**config.mk**
```make
export PLATFORM = sky130hd
export DESIGN_NAME = tac_conv_ctrl
export DESIGN_NICKNAME = d
export VERILOG_FILES = /design/src/rtl/tac_pkg.sv /design/src/rtl/tac_conv_ctrl.sv /design/src/rtl/tac_tick_timer.sv
export VERILOG_INCLUDE_DIRS = /design/src /design/src/rtl
export SDC_FILE = /design/constraint.sdc
export NUM_CORES = 1
export LEC_CHECK = 0
export ABC_CLOCK_PERIOD_IN_PS = 13300
export BUFFER_PORTS_ARGS = -buffer_cell sky130_fd_sc_hd__buf_4
export CAP_MARGIN = 20
export CORE_AREA = 2 2 135 84
export DETAILED_ROUTE_END_ITERATION = 8
export DIE_AREA = 0 0 137 86
export PLACE_DENSITY = 0.88
export SETUP_SLACK_MARGIN = 0.02
export SLEW_MARGIN = 20
export SYNTH_ARGS = -nofsm -noshare
export SYNTH_HDL_FRONTEND = slang
export SYNTH_SLANG_ARGS = --single-unit
```
**constraint.sdc**
```tcl
create_clock -name clk_sys -period 13.3 [get_ports clk_sys]
set_input_delay 1.33 -clock clk_sys [delete_from_list [all_inputs] [get_ports clk_sys]]
set_output_delay 1.33 -clock clk_sys [all_outputs]
set_load 0.005 [all_outputs]
```
**src/rtl/tac_map.svh**
```systemverilog
// Register map, field positions, reset values and timing counts of the conversion control
`ifndef TAC_MAP_SVH
`define TAC_MAP_SVH

`define TAC_OFF_CTRL1        8'h01
`define TAC_OFF_CTRL2        8'h02
`define TAC_OFF_CTRL3        8'h03
`define TAC_OFF_STATUS       8'h0F

`define TAC_CTRL1_RST        16'h0000
`define TAC_CTRL2_RST        16'h4040
`define TAC_CTRL3_RST        16'h0000

`define TAC_CH_MSB           14
`define TAC_CH_LSB           12
`define TAC_MODE_MSB         11
`define TAC_MODE_LSB         10
`define TAC_WIN_MSB          9
`define TAC_WIN_LSB          8
`define TAC_RPT_MSB          7
`define TAC_RPT_LSB          0
`define TAC_GPIO_EN_BIT      13
`define TAC_SEQ_MSB          7
`define TAC_SEQ_LSB          0

`define TAC_CH_NONE          3'h0
`define TAC_CH_TEMP          3'h1
`define TAC_CH_VBAT          3'h2
`define TAC_CH_AUX           3'h3

`define TAC_MODE_OFF         2'h0
`define TAC_MODE_SINGLE      2'h1
`define TAC_MODE_SLAVE       2'h2
`define TAC_MODE_MASTER      2'h3

`define TAC_CLK_NS           50
`define TAC_OSC_NS           500
`define TAC_OSC_DIV          (`TAC_OSC_NS / `TAC_CLK_NS)
`define TAC_WIN_BASE_OSC     4
`define TAC_TEMP_SETTLE_US   16
`define TAC_TEMP_SETTLE_OSC  ((`TAC_TEMP_SETTLE_US * 1000) / `TAC_OSC_NS)
`define TAC_RPT_BASE_US      550
`define TAC_RPT_STEP_US      35
`define TAC_RPT_BASE_OSC     ((`TAC_RPT_BASE_US * 1000) / `TAC_OSC_NS)
`define TAC_RPT_STEP_OSC     ((`TAC_RPT_STEP_US * 1000) / `TAC_OSC_NS)

`endif

```
**src/rtl/tac_pkg.sv**
```systemverilog
// Types shared by the conversion control modules
package tac_pkg;

	typedef enum logic [2:0] {
		st_idle,
		st_pen_wait,
		st_select,
		st_acquire,
		st_convert,
		st_finish,
		st_interval
	} tac_state_type;

	typedef struct packed {
		logic [3:0]  div;
		logic [15:0] cnt;
		logic        run;
		logic        expired;
	} tac_tmr_type;

	typedef struct packed {
		logic [15:0]   ctrl1;
		logic [15:0]   ctrl2;
		logic [15:0]   ctrl3;
		tac_state_type state;
		logic [2:0]    cur_chan;
		logic [3:0]    below;
		logic [15:0]   rdata;
		logic          adc_sample;
		logic          adc_start;
		logic [2:0]    adc_channel;
		logic          seq_busy;
	} tac_ctl_type;

endpackage

```
**src/rtl/tac_conv_ctrl.sv**
```systemverilog
// Conversion control: mode, channel sequencing, acquisition window and repeat interval timer
//
// Our own choice: the address-and-strobe port.
`include "tac_map.svh"

module tac_conv_ctrl #(
	parameter int RPT_BASE_TICKS = `TAC_RPT_BASE_OSC,
	parameter int RPT_STEP_TICKS = `TAC_RPT_STEP_OSC
) (
	input  wire logic        clk_sys,
	input  wire logic        reset_n,
	input  wire logic [7:0]  reg_addr,
	input  wire logic [15:0] reg_wdata,
	input  wire logic        reg_wr,
	input  wire logic        reg_rd,
	output logic [15:0]      reg_rdata,
	input  wire logic        pen_down,
	input  wire logic        adc_done,
	output logic             adc_sample,
	output logic             adc_start,
	output logic [2:0]       adc_channel,
	output logic             seq_busy
);
	import tac_pkg::*;

	tac_ctl_type st_ff;
	tac_ctl_type nxt_st;

	logic        tmr_load;
	logic [15:0] tmr_ticks;
	logic        tmr_halt;
	logic        tmr_expired;
	logic        tmr_running;

	tac_tick_timer u_timer (
		.clk_sys    (clk_sys),
		.reset_n    (reset_n),
		.load       (tmr_load),
		.load_ticks (tmr_ticks),
		.halt       (tmr_halt),
		.expired    (tmr_expired),
		.running    (tmr_running)
	);

	// Drops channels the pin function or the battery priority rules out
	function automatic logic [7:0] filter_mask(input logic [7:0] mask, input logic gpio_on);
		logic [7:0] m;
		m = mask;
		m[0] = 1'b0;
		if (gpio_on) begin
			m[`TAC_CH_VBAT] = 1'b0;
			m[`TAC_CH_AUX] = 1'b0;
		end else if (m[`TAC_CH_VBAT] && m[`TAC_CH_AUX]) begin
			m[`TAC_CH_AUX] = 1'b0;
		end
		return m;
	endfunction

	// Highest enabled channel code strictly below the given bound, 0 when none is left
	function automatic logic [2:0] next_chan(input logic [7:0] mask, input logic [3:0] below);
		logic [2:0] pick;
		pick = `TAC_CH_NONE;
		for (int i = 1; i < 8; i++) begin
			if (mask[i] && (4'(i) < below)) begin
				pick = 3'(i);
			end
		end
		return pick;
	endfunction

	logic [1:0]  mode;
	logic [2:0]  chan_sel;
	logic [1:0]  win_len;
	logic [7:0]  rpt_code;
	logic        gpio_on;
	logic [7:0]  run_mask;
	logic [2:0]  pick;
	logic [15:0] rpt_ticks;
	logic        ctrl1_wr;
	logic        start_req;

	always_comb begin
		mode = st_ff.ctrl1[`TAC_MODE_MSB:`TAC_MODE_LSB];
		chan_sel = st_ff.ctrl1[`TAC_CH_MSB:`TAC_CH_LSB];
		win_len = st_ff.ctrl1[`TAC_WIN_MSB:`TAC_WIN_LSB];
		rpt_code = st_ff.ctrl1[`TAC_RPT_MSB:`TAC_RPT_LSB];
		gpio_on = st_ff.ctrl2[`TAC_GPIO_EN_BIT];
		if (mode == `TAC_MODE_SINGLE) begin
			run_mask = filter_mask(8'h01 << chan_sel, gpio_on);
		end else begin
			run_mask = filter_mask(st_ff.ctrl3[`TAC_SEQ_MSB:`TAC_SEQ_LSB], gpio_on);
		end
		pick = next_chan(run_mask, st_ff.below);
		// Code 0 never reaches the timer, so the wrap of code minus one is harmless
		rpt_ticks = 16'(RPT_BASE_TICKS + (int'(rpt_code) - 1) * RPT_STEP_TICKS);
		ctrl1_wr = reg_wr && (reg_addr == `TAC_OFF_CTRL1);
		start_req = ctrl1_wr && (reg_wdata[`TAC_MODE_MSB:`TAC_MODE_LSB] != `TAC_MODE_OFF);
	end

	always_comb begin
		nxt_st = st_ff;
		nxt_st.rdata = 16'h0000;
		nxt_st.adc_start = 1'b0;
		tmr_load = 1'b0;
		tmr_ticks = 16'h0000;
		tmr_halt = 1'b0;

		case (st_ff.state)
			st_idle: begin
				nxt_st.adc_sample = 1'b0;
				if (start_req) begin
					nxt_st.below = 4'h8;
					if (reg_wdata[`TAC_MODE_MSB:`TAC_MODE_LSB] == `TAC_MODE_MASTER) begin
						nxt_st.state = st_pen_wait;
					end else begin
						nxt_st.state = st_select;
					end
				end
			end
			st_pen_wait: begin
				nxt_st.below = 4'h8;
				if (pen_down) begin
					nxt_st.state = st_select;
				end
			end
			st_select: begin
				if (pick == `TAC_CH_NONE) begin
					nxt_st.state = st_finish;
				end else begin
					nxt_st.cur_chan = pick;
					nxt_st.adc_channel = pick;
					nxt_st.adc_sample = 1'b1;
					tmr_load = 1'b1;
					if (pick == `TAC_CH_TEMP) begin
						tmr_ticks = 16'(`TAC_TEMP_SETTLE_OSC);
					end else begin
						tmr_ticks = 16'(`TAC_WIN_BASE_OSC) << win_len;
					end
					nxt_st.state = st_acquire;
				end
			end
			st_acquire: begin
				if (tmr_expired) begin
					nxt_st.adc_sample = 1'b0;
					nxt_st.adc_start = 1'b1;
					nxt_st.state = st_convert;
				end
			end
			st_convert: begin
				// Waits on the converter; a stuck converter is cleared by writing mode 00
				if (adc_done) begin
					nxt_st.below = {1'b0, st_ff.cur_chan};
					nxt_st.state = st_select;
				end
			end
			st_finish: begin
				nxt_st.below = 4'h8;
				if (mode == `TAC_MODE_MASTER) begin
					if (!pen_down) begin
						nxt_st.state = st_pen_wait;
					end else if (rpt_code == 8'h00) begin
						nxt_st.state = st_select;
					end else begin
						tmr_load = 1'b1;
						tmr_ticks = rpt_ticks;
						nxt_st.state = st_interval;
					end
				end else if (rpt_code == 8'h00) begin
					nxt_st.ctrl1[`TAC_MODE_MSB:`TAC_MODE_LSB] = `TAC_MODE_OFF;
					nxt_st.state = st_idle;
				end else begin
					tmr_load = 1'b1;
					tmr_ticks = rpt_ticks;
					nxt_st.state = st_interval;
				end
			end
			st_interval: begin
				nxt_st.below = 4'h8;
				if ((mode == `TAC_MODE_MASTER) && !pen_down) begin
					tmr_halt = 1'b1;
					nxt_st.state = st_pen_wait;
				end else if (tmr_expired) begin
					nxt_st.state = st_select;
				end
			end
			default: begin
				nxt_st.state = st_idle;
			end
		endcase

		// Mode 00 aborts any activity in progress
		if ((st_ff.state != st_idle) && (mode == `TAC_MODE_OFF)) begin
			tmr_halt = 1'b1;
			nxt_st.adc_sample = 1'b0;
			nxt_st.adc_start = 1'b0;
			nxt_st.state = st_idle;
		end

		// A host write lands after the sequencer so the newer setting wins
		if (reg_wr) begin
			case (reg_addr)
				`TAC_OFF_CTRL1: nxt_st.ctrl1 = reg_wdata;
				`TAC_OFF_CTRL2: nxt_st.ctrl2 = reg_wdata;
				`TAC_OFF_CTRL3: nxt_st.ctrl3 = reg_wdata;
				default: begin
				end
			endcase
		end

		if (reg_rd) begin
			case (reg_addr)
				`TAC_OFF_CTRL1: nxt_st.rdata = st_ff.ctrl1;
				`TAC_OFF_CTRL2: nxt_st.rdata = st_ff.ctrl2;
				`TAC_OFF_CTRL3: nxt_st.rdata = st_ff.ctrl3;
				`TAC_OFF_STATUS: begin
					nxt_st.rdata = {8'h00,
						(st_ff.state == st_pen_wait),
						tmr_running,
						st_ff.adc_sample,
						st_ff.seq_busy,
						1'b0,
						st_ff.cur_chan};
				end
				default: nxt_st.rdata = 16'h0000;
			endcase
		end

		nxt_st.seq_busy = (nxt_st.state != st_idle) && (nxt_st.state != st_pen_wait);
	end

	always_ff @(posedge clk_sys or negedge reset_n) begin
		if (!reset_n) begin
			st_ff <= '{ctrl1: `TAC_CTRL1_RST,
				ctrl2: `TAC_CTRL2_RST,
				ctrl3: `TAC_CTRL3_RST,
				state: st_idle,
				cur_chan: 3'h0,
				below: 4'h8,
				rdata: 16'h0000,
				adc_sample: 1'b0,
				adc_start: 1'b0,
				adc_channel: 3'h0,
				seq_busy: 1'b0};
		end else begin
			st_ff <= nxt_st;
		end
	end

	assign reg_rdata = st_ff.rdata;
	assign adc_sample = st_ff.adc_sample;
	assign adc_start = st_ff.adc_start;
	assign adc_channel = st_ff.adc_channel;
	assign seq_busy = st_ff.seq_busy;

endmodule

```
**src/rtl/tac_tick_timer.sv**
```systemverilog
// Oscillator-tick down counter used for acquisition windows and repeat intervals
`include "tac_map.svh"

module tac_tick_timer (
	input  wire logic        clk_sys,
	input  wire logic        reset_n,
	input  wire logic        load,
	input  wire logic [15:0] load_ticks,
	input  wire logic        halt,
	output logic             expired,
	output logic             running
);
	import tac_pkg::*;

	localparam logic [3:0] DIV_LAST = 4'(`TAC_OSC_DIV - 1);

	tac_tmr_type tmr_ff;
	tac_tmr_type nxt_tmr;

	always_comb begin
		nxt_tmr = tmr_ff;
		nxt_tmr.expired = 1'b0;
		if (halt) begin
			nxt_tmr.run = 1'b0;
			nxt_tmr.div = 4'h0;
		end else if (load) begin
			// Load cycle counts as the first divider step, so a window is exactly N periods
			nxt_tmr.cnt = load_ticks;
			nxt_tmr.div = 4'h1;
			nxt_tmr.run = (load_ticks != 16'h0000);
			nxt_tmr.expired = (load_ticks == 16'h0000);
		end else if (tmr_ff.run) begin
			if (tmr_ff.div == DIV_LAST) begin
				nxt_tmr.div = 4'h0;
				nxt_tmr.cnt = tmr_ff.cnt - 16'h0001;
				if (tmr_ff.cnt == 16'h0001) begin
					nxt_tmr.run = 1'b0;
					nxt_tmr.expired = 1'b1;
				end
			end else begin
				nxt_tmr.div = tmr_ff.div + 4'h1;
			end
		end
	end

	always_ff @(posedge clk_sys or negedge reset_n) begin
		if (!reset_n) begin
			tmr_ff <= '0;
		end else begin
			tmr_ff <= nxt_tmr;
		end
	end

	assign expired = tmr_ff.expired;
	assign running = tmr_ff.run;

endmodule

```
==> results of run 1 <==
-- layout make-up --
type | instances | area (um2)
multi-input cells | 539 | 3850
fillers | 745 | 3030
flip-flops and latches | 99 | 2480
repair buffers | 58 | 439
clock buffers | 11 | 253
inverters | 48 | 181
well taps | 139 | 174
clock inverters | 3 | 47.5
-- how the worst max path moves through the flow --
stage                       to         from
5_1_grt        u_timer.running  rpt_code[0]
6_report       u_timer.running  rpt_code[0]
4_1_cts        u_timer.running  rpt_code[0]
3_5_place_dp   u_timer.running  rpt_code[0]
2_1_floorplan  u_timer.running  rpt_code[0]
3_3_place_gp   u_timer.running  rpt_code[0]
-- power groups by stage --
stage	registers [mW]	logic, mW	clock network (mW)
4_1_cts	0.425	0.371	0.271
3_3_place_gp	0.425	0.346	0
2_1_floorplan	0.392	0.294	0
6_report	0.429	0.381	0.269
5_1_grt	0.436	0.417	0.282
3_5_place_dp	0.429	0.368	0
-- metal layers --
| layer | part of all wire | wire (um) | vias up | track usage |
|---|---|---|---|---|
| met1 | 0.41 | 7490 | 2904 | 0.463 |
| met4 | 0.015 | 276 | 0 | 0.0872 |
| met2 | 0.44 | 8060 | 399 | 0.490 |
| li1 | - | - | 2649 | - |
| met3 | 0.13 | 2410 | 44 | 0.0898 |
| met5 | 0 | 0 | - | 0 |
-- cells in the final DEF, fill, tap and decap left out, types with 9 or more instances in the layout --
cell,netlist,layout
a21oi_1,45,45
fa_1,9,9
ha_1,37,37
nand2_1,103,103
clkbuf_16,0,9
mux2_2,33,33
nor3_1,19,19
dfrtp_1,96,96
o21ai_1,13,13
inv_1,46,46
buf_4,20,57
a22oi_1,12,12
nand3_1,21,21
xnor2_1,16,16
nor2_1,43,43
o21ai_0,29,29
-- through the flow --
stage | hold WS [ns] | utilization | cells | total power [mW] | cell area, um2
floorplan | 0.439 | - | 733 | 0.686 | 6800
global placement | 0.454 | 0.681 | 883 | 0.771 | 7120
detailed placement | 0.466 | 0.681 | 883 | 0.797 | 7120
CTS | 0.481 | 0.710 | 897 | 1.07 | 7420
global route | 0.517 | 0.710 | 897 | 1.14 | 7420
finish | 0.482 | 0.710 | 897 | 1.08 | 7420
-- worst register-to-register path: cells and delay by family (launching register included) --
family	cells	cell delay, ns
adder cells (fa/ha/maj)	5	1.70
AND/OR/NAND/NOR	7	1.78
flip-flops	1	0.46
buffers and inverters	4	0.47
AO/OA/AOI/OAI	4	1.13
-- flip-flops by register name (all words and copies together), names as in the netlist --
signal,cells
adc_channel,3
adc_sample,1
adc_start,1
chan_sel,3
gpio_on,1
mode,2
reg_rdata,16
rpt_code,8
seq_busy,1
st_ff,41
u_timer.expired,1
u_timer.running,1
u_timer.tmr_ff,20
-- cells by family (layout without fill, tap and decap cells) --
group | Yosys count | count (layout)
muxes | 35 | 35
buffers and inverters | 95 | 120
adders and majority gates | 46 | 46
AOI/OAI and AO/OA | 185 | 185
and+or+nand+nor | 249 | 249
DFF | 99 | 99
xor gates and xnor gates | 24 | 24
==> results.toml, run 1 <==
[worst_hold_path]
hp-class = "flop to flop"
min_to = "st_ff[79]"
min_from = "st_ff[79]"
whs_path_depth = 2

[floorplanning]
fp.dieH_um = 86
core_area_um2 = 10500
dieArea_um2 = 11800
start_util = 0.651
ios = 52
die_w_um = 137
num_rows = 29

[global_routing]
grt_max_degree = 88
grt_pass1_wl_um = 29600
first_global_vias = 5751
overflow = 0
track_usage = 0.324
antenna_found_initial = 0

[timing]
fin_crit_ns = 5.66
fmax_mhz = 177
finalHoldViolCount = 0
fin_skew_ns = 0.0102
period_share = 0.425
setup_viol = 0
rsz0062_at_grt = "no"
drv_slew = 0
final.setup.tns_ns = 0
fin_ws_ns = 7.64
slew_headroom = 0.436
tightest_slew_ns = 0.845

[synthesis]
yosysWarnings = 0
synth_xor_area_frac = 0.0309
ys_ff_latch = 99
yosysTopAreaCellShare = 0.353
syn-mean-instance-area_um2 = 9.28
synth_compound_area_frac = 0.198
synth.most_common_cell = "nand2_1"
synth_top_area_cell = "dfrtp_1"
synthSimpleGateAreaFrac = 0.181
synthAdderAreaFrac = 0.0946
synth_seq_area_share = 0.365
synth_area_um2 = 6800
syn_inst = 733
synth_flop_cell = "dfrtp_1"
synth-edff-count = 0
async_flop_share = 1.00
synth.mux.area_fraction = 0.0576
synth.distinct_cells = 85
netlist_top_cells_count = "103 x nand2_1, 96 x dfrtp_1, 46 x inv_1"
synth_top_family_by_area = "compound AO/OA/AOI/OAI gates"
synth_top_cells_by_area = "dfrtp_1 35%, ha_1 6.8%, nand2_1 5.7%"
syn_nets = 809

[routing]
routed-via-count = 5996
drc = 0
drt_iter0_markers = 734
viasPerCell = 6.68
antenna_left = 0
wl_um = 18200
firstDrtPassIters = 6
post_drt_wl_per_cell_um = 20.3

[setup_path]
worstPathMaxFanout = 11
critPathKind = "flop to flop"
path_cells = "inv_1 -> ha_1 -> nand2_1 -> or3_1 -> or3_4 -> clkinv_2 -> ha_1 -> ha_1 -> inv_1 -> fa_1 -> inv_1 -> ha_1 -> and2_1 -> o21ai_0 -> nand2_1 -> a211oi_1 -> nand2_1 -> nor3_1 -> o2111ai_1 -> o221a_1"
r2r_slack_ns = 7.64
required_ns = 13.53
worstSetupPathDepth = 20
cp_top_family = "simple AND/OR/NAND/NOR gates"
rr_startpoint = "rpt_code[0]"
crit_path_frequent_cell = "ha_1"
cp_slowest_cell = "fa_1"
max_stage_delay_ns = 0.50
r2r_cells = 20
start_kind = "flop"
endpoint_kind = "flop"
arrival_ns = 5.89
cp_num_buf_inv = 4
worstReg2RegEnd = "u_timer.running"

[clock_network]
cts_root_buf = "clkbuf_16"
hold_buffers = 0
htree_levels = 3
clkSinkCount = 99
clkTransAtPathRegs_ns = 0.07
cts_buffers = 9
post_cts_resized = 0
cts_setup_buffers = 0
cts_tree = "built"
clk_path_buf_depth = 2
clk_latency_ns = 0.35

[pwr]
switching_share = 0.397
vdd_drop_max_mv = 0.0853
p_seq_frac = 0.398
p_leak_nw = 3.52
power_frac_comb = 0.353
power_density_nw_per_um2 = 145
switchingPower_mw = 0.428
p_int_mw = 0.651
power.share.clock = 0.249

[placement]
pre_cts_slack_ns = 7.92
portBuffers = 51
gp_congestion = 0.964
dp_hpwl_um = 13300

[layout]
drive_above_1_share = 0.193
n_antenna_cell = 0
syn_to_final_growth_pct = 9.20
nets = 831

[outcome]
status = "complete, no violations"

[flow_run]
cap_violations = 0
Note: power is estimated with default switching activity, not from simulation.
==> run 2, diff against run 1 <==
--- a/config.mk
+++ b/config.mk
@@ -6,13 +6,13 @@
 export SDC_FILE = /design/constraint.sdc
 export NUM_CORES = 1
 export LEC_CHECK = 0
-export ABC_CLOCK_PERIOD_IN_PS = 13300
+export ABC_CLOCK_PERIOD_IN_PS = 4900
 export BUFFER_PORTS_ARGS = -buffer_cell sky130_fd_sc_hd__buf_4
 export CAP_MARGIN = 20
-export CORE_AREA = 2 2 135 84
+export CORE_AREA = 2 2 147 92
 export DETAILED_ROUTE_END_ITERATION = 8
-export DIE_AREA = 0 0 137 86
-export PLACE_DENSITY = 0.88
+export DIE_AREA = 0 0 149 94
+export PLACE_DENSITY = 0.79
 export SETUP_SLACK_MARGIN = 0.02
 export SLEW_MARGIN = 20
 export SYNTH_ARGS = -nofsm -noshare
==> constraint.sdc (replaced) <==
create_clock -name clk_sys -period 4.9 [get_ports clk_sys]
set_input_delay 0.49 -clock clk_sys [delete_from_list [all_inputs] [get_ports clk_sys]]
set_output_delay 0.49 -clock clk_sys [all_outputs]
set_load 0.005 [all_outputs]
==> results.toml, run 2 (synthesized netlist as in run 1, its figures left out) <==
[timing]
holdWs_ns = 0.174
drv_slew = 0
tightest_slew_ns = 1.08
finalHoldViolCount = 0
fin_skew_ns = 0.00701
period_share = 0.973
fin_crit_ns = 4.77
setup_viol = 0
slew_headroom = 0.277
fmax_mhz = 210

[layout]
top_register = "st_ff"
layout_commonest_cell = "nand2_1"
mostFrequentLayoutCells = "102 x nand2_1, 96 x dfrtp_1, 72 x buf_4"
final_util = 0.618
multi_input_comb_area_um2 = 4010
nets = 845
fill_cells = 1059
largest_reg_flops = 41
drive_above_1_share = 0.235
syn_to_final_growth_pct = 14.2
register_area_um2 = 2480
n_antenna_cell = 0

[clock_network]
cts_tree = "built"
clk_path_buf_depth = 2
clkSinkCount = 99
cts_buffers = 9
htree_levels = 3
clkTransAtPathRegs_ns = 0.07
cts_root_buf = "clkbuf_16"
hold_buffers = 0
clk_latency_ns = 0.34

[global_routing]
grt_pass1_wl_um = 28700
track_usage = 0.263
first_global_vias = 5580
antenna_found_initial = 1
overflow = 0
grt_max_degree = 54

[routing]
wl_um = 18300
routed-via-count = 5889
drc = 0
antenna_left = 0
post_drt_wl_per_cell_um = 19.4
drt_iter0_markers = 701
viasPerCell = 6.24
firstDrtPassIters = 6

[setup_path]
worstPathMaxFanout = 7
cp_top_family = "adder cells"
cp_slowest_cell = "fa_1"
cp_num_buf_inv = 4
arrival_ns = 4.98
max_stage_delay_ns = 0.50
endpoint_kind = "flop"
path_cells = "inv_2 -> ha_4 -> nand2_2 -> or3_4 -> or3_4 -> clkinv_4 -> ha_1 -> ha_1 -> inv_1 -> fa_1 -> inv_1 -> ha_4 -> and2_1 -> nor2_1 -> o211ai_1 -> a2111oi_4 -> o21ai_1 -> o31ai_2 -> and3_4 -> xor2_1 -> o221ai_1"
critPathKind = "flop to flop"
r2r_slack_ns = 0.13
start_kind = "flop"
required_ns = 5.11

[pwr]
vdd_drop_max_mv = 0.195
p_leak_nw = 3.63
power_density_nw_per_um2 = 390

[floorplanning]
ios = 52
dieArea_um2 = 14000
core_area_um2 = 12600
start_util = 0.541
fp.dieH_um = 94
die_w_um = 149
num_rows = 32

[flow_run]
cap_violations = 0

[placement]
gp_congestion = 0.943
portBuffers = 51
dp_hpwl_um = 13200

[outcome]
status = "complete, no violations"

[worst_hold_path]
hp-class = "input port to asynchronous set/reset pin"
[run 2: cell type report]
class,count,share of cell area
clock buffers,9,0.0290
clock inverters,6,0.0145
inverters,48,0.0238
multi-input cells,539,0.516
flip-flops and latches,99,0.319
well taps,170,0.0274
repair buffers,72,0.0696
[run 2: per-layer routing]
| layer | track usage | share of wire |
|---|---|---|
| met1 | 0.395 | 0.45 |
| met2 | 0.388 | 0.44 |
| met3 | 0.0617 | 0.094 |
| met4 | 0.0492 | 0.012 |
| met5 | 0 | 0 |
[run 2: repair_timing]
action,CTS,global route
pin swaps,2,8
gates resized for setup,3,20
endpoints found under the hold margin,0,0
endpoints found under the setup margin,3,5
setup buffers,1,6
[run 2: path summary, 6_finish.rpt]
kind | cells after the start | endpoint | start
worst max-delay path | 21 | u_timer.tmr_ff[17] | rpt_code[1]
worst min-delay path | 1 | u_timer.tmr_ff[21] | reset_n
worst max register to register | 21 | u_timer.tmr_ff[17] | rpt_code[1]
worst min register to register | 2 | st_ff[79] | st_ff[79]
max in group asynchronous | 2 | rpt_code[0] | reset_n
min in group clk_sys | 3 | chan_sel[0] | reg_wdata[12]
[run 2: per-stage QoR]
stage | area, um2 | power [mW] | std cells | worst slack (ns) | setup TNS (ns)
after global routing | 7770 | 3.21 | 943 | -0.0581 | -0.115
after global placement | 7240 | 2.12 | 921 | 0.142 | 0
final | 7770 | 3.03 | 943 | 0.131 | 0
after CTS | 7590 | 2.99 | 937 | 0.0514 | 0
after detailed placement | 7240 | 2.17 | 921 | 0.00655 | 0
after floorplan | 6830 | 1.87 | 733 | 0.0445 | 0
[run 2: power breakdown]
group / switching, mW / internal [mW] / leakage [nW] / total (mW)
Sequential: 0.204 / 0.952 / 1.31 / 1.16
Clock: 0.317 / 0.498 / 0.166 / 0.815
Combinational: 0.641 / 0.416 / 2.16 / 1.06
Total: 1.16 / 1.87 / 3.63 / 3.03
==> run 3, diff against run 2 <==
--- a/config.mk
+++ b/config.mk
@@ -13,6 +13,7 @@
 export DETAILED_ROUTE_END_ITERATION = 8
 export DIE_AREA = 0 0 149 94
 export PLACE_DENSITY = 0.79
+export RECOVER_POWER = 25
 export SETUP_SLACK_MARGIN = 0.02
 export SLEW_MARGIN = 20
 export SYNTH_ARGS = -nofsm -noshare
==> results.toml, run 3 (synthesized netlist as in run 1, its figures left out) <==
[routing]
drt_iter0_markers = 701
firstDrtPassIters = 5
viasPerCell = 6.22
antenna_left = 0
routed-via-count = 5864
post_drt_wl_per_cell_um = 19.5
drc = 0
wl_um = 18300

[timing]
tightest_slew_ns = 2.92
fmax_mhz = 210
period_share = 0.973
fin_crit_ns = 4.77
finalHoldViolCount = 0
slew_headroom = -0.949
setup_viol = 0
drv_slew = 54
fin_skew_ns = 0.00538

[worst_hold_path]
hp-class = "input port to flop"
whs_path_depth = 3
min_to = "chan_sel[0]"
min_from = "reg_wdata[12]"

[clock_network]
cts_tree = "built"
clk_latency_ns = 0.34
hold_buffers = 0
cts_buffers = 9
htree_levels = 3
clk_path_buf_depth = 2
clkTransAtPathRegs_ns = 0.07
clkSinkCount = 99
cts_root_buf = "clkbuf_16"

[floorplanning]
core_area_um2 = 12600
dieArea_um2 = 14000
fp.dieH_um = 94
start_util = 0.541
num_rows = 32
ios = 52
die_w_um = 149

[setup_path]
start_kind = "flop"
endpoint_kind = "flop"
worstReg2RegEnd = "u_timer.tmr_ff[17]"
critPathKind = "flop to flop"
crit_path_start = "rpt_code[1]"
worstPathMaxFanout = 7
cp_top_family = "adder cells"
r2r_slack_ns = 0.13
cp_num_buf_inv = 4
rr_startpoint = "rpt_code[1]"
max_stage_delay_ns = 0.50
r2r_cells = 21
cp_slowest_cell = "fa_1"
required_ns = 5.11
path_cells = "inv_2 -> ha_4 -> nand2_2 -> or3_4 -> or3_4 -> clkinv_4 -> ha_1 -> ha_1 -> inv_1 -> fa_1 -> inv_1 -> ha_4 -> and2_1 -> nor2_1 -> o211ai_1 -> a2111oi_4 -> o21ai_1 -> o31ai_2 -> and3_4 -> xor2_1 -> o221ai_1"
arrival_ns = 4.97

[flow_run]
cap_violations = 1

[global_routing]
antenna_found_initial = 1
track_usage = 0.263
first_global_vias = 5580
grt_pass1_wl_um = 28700
overflow = 0
grt_max_degree = 54

[layout]
layout_commonest_cell = "nand2_1"
nets = 845
largest_reg_flops = 41
fin_area_um2 = 7760
multi_input_comb_area_um2 = 4010
top_register = "st_ff"
register_area_um2 = 2480
n_antenna_cell = 0
drive_above_1_share = 0.234
syn_to_final_growth_pct = 14.2
mostFrequentLayoutCells = "102 x nand2_1, 96 x dfrtp_1, 69 x buf_4"
fill_cells = 1059
layout.cells.non_filler = 943

[placement]
dp_hpwl_um = 13200
dp_cells = 921
place_area_um2 = 7240
gp_congestion = 0.943
portBuffers = 51

[pwr]
vdd_drop_max_mv = 0.196
power_density_nw_per_um2 = 391
p_leak_nw = 3.63

[outcome]
status = "finished, violations left"
failed_checks = "max-capacitance violations, max-slew violations"
[run 3: routing by layer]
metal / vias to the layer above / share of wire / track usage
met2: 273 / 0.44 / 0.388
met3: 19 / 0.087 / 0.0617
met4: 0 / 0.010 / 0.0492
li1: 2685 / - / -
met5: - / 0 / 0
met1: 2887 / 0.46 / 0.395
[run 3: area by class of cell]
| class | count | area share |
|---|---|---|
| tap | 170 | 0.0274 |
| clock inverter | 6 | 0.0145 |
| inverter | 48 | 0.0239 |
| clock buffer | 9 | 0.0290 |
| sequential | 99 | 0.320 |
| multi-input combinational | 539 | 0.516 |
| timing repair buffer | 72 | 0.0691 |
[run 3: report_power, final]
part	switching [mW]	internal [mW]	total (mW)
registers	0.205	0.952	1.16
logic	0.641	0.416	1.06
clock network	0.319	0.498	0.817
total	1.17	1.87	3.03
[run 3: how the worst max path moves through the flow]
stage                          to  slack [ns]  depth (start not counted)
2_1_floorplan     u_timer.running        0.04                         23
3_3_place_gp      u_timer.running        0.14                         21
3_5_place_dp      u_timer.running       0.007                         21
4_1_cts           u_timer.running        0.05                         21
5_1_grt        u_timer.tmr_ff[17]       -0.06                         21
6_report       u_timer.tmr_ff[17]        0.13                         21
[run 3: timing repair]
item                                    in CTS  in global routing
buffers inserted                             1                  6
gates resized for setup                      3                 20
pin swaps                                    2                  8
endpoints found under the setup margin       3                  5
[run 3: tightest hold or removal path: stages]
cell     delay [ns]
buf_4          0.09
nand2_1        0.04
nand2_1        0.05
[run 3: metrics by stage]
stage	TNS (ns)	hold WS, ns	power [mW]	util	setup slack, ns
after CTS	0	0.214	2.99	0.604	0.0514
after global routing	-0.115	0.361	3.21	0.617	-0.0581
after detailed placement	0	0.472	2.17	0.576	0.00655
final	0	0.364	3.03	0.617	0.134
after floorplan	0	0.194	1.87	-	0.0445
after global placement	0	0.453	2.12	0.576	0.142
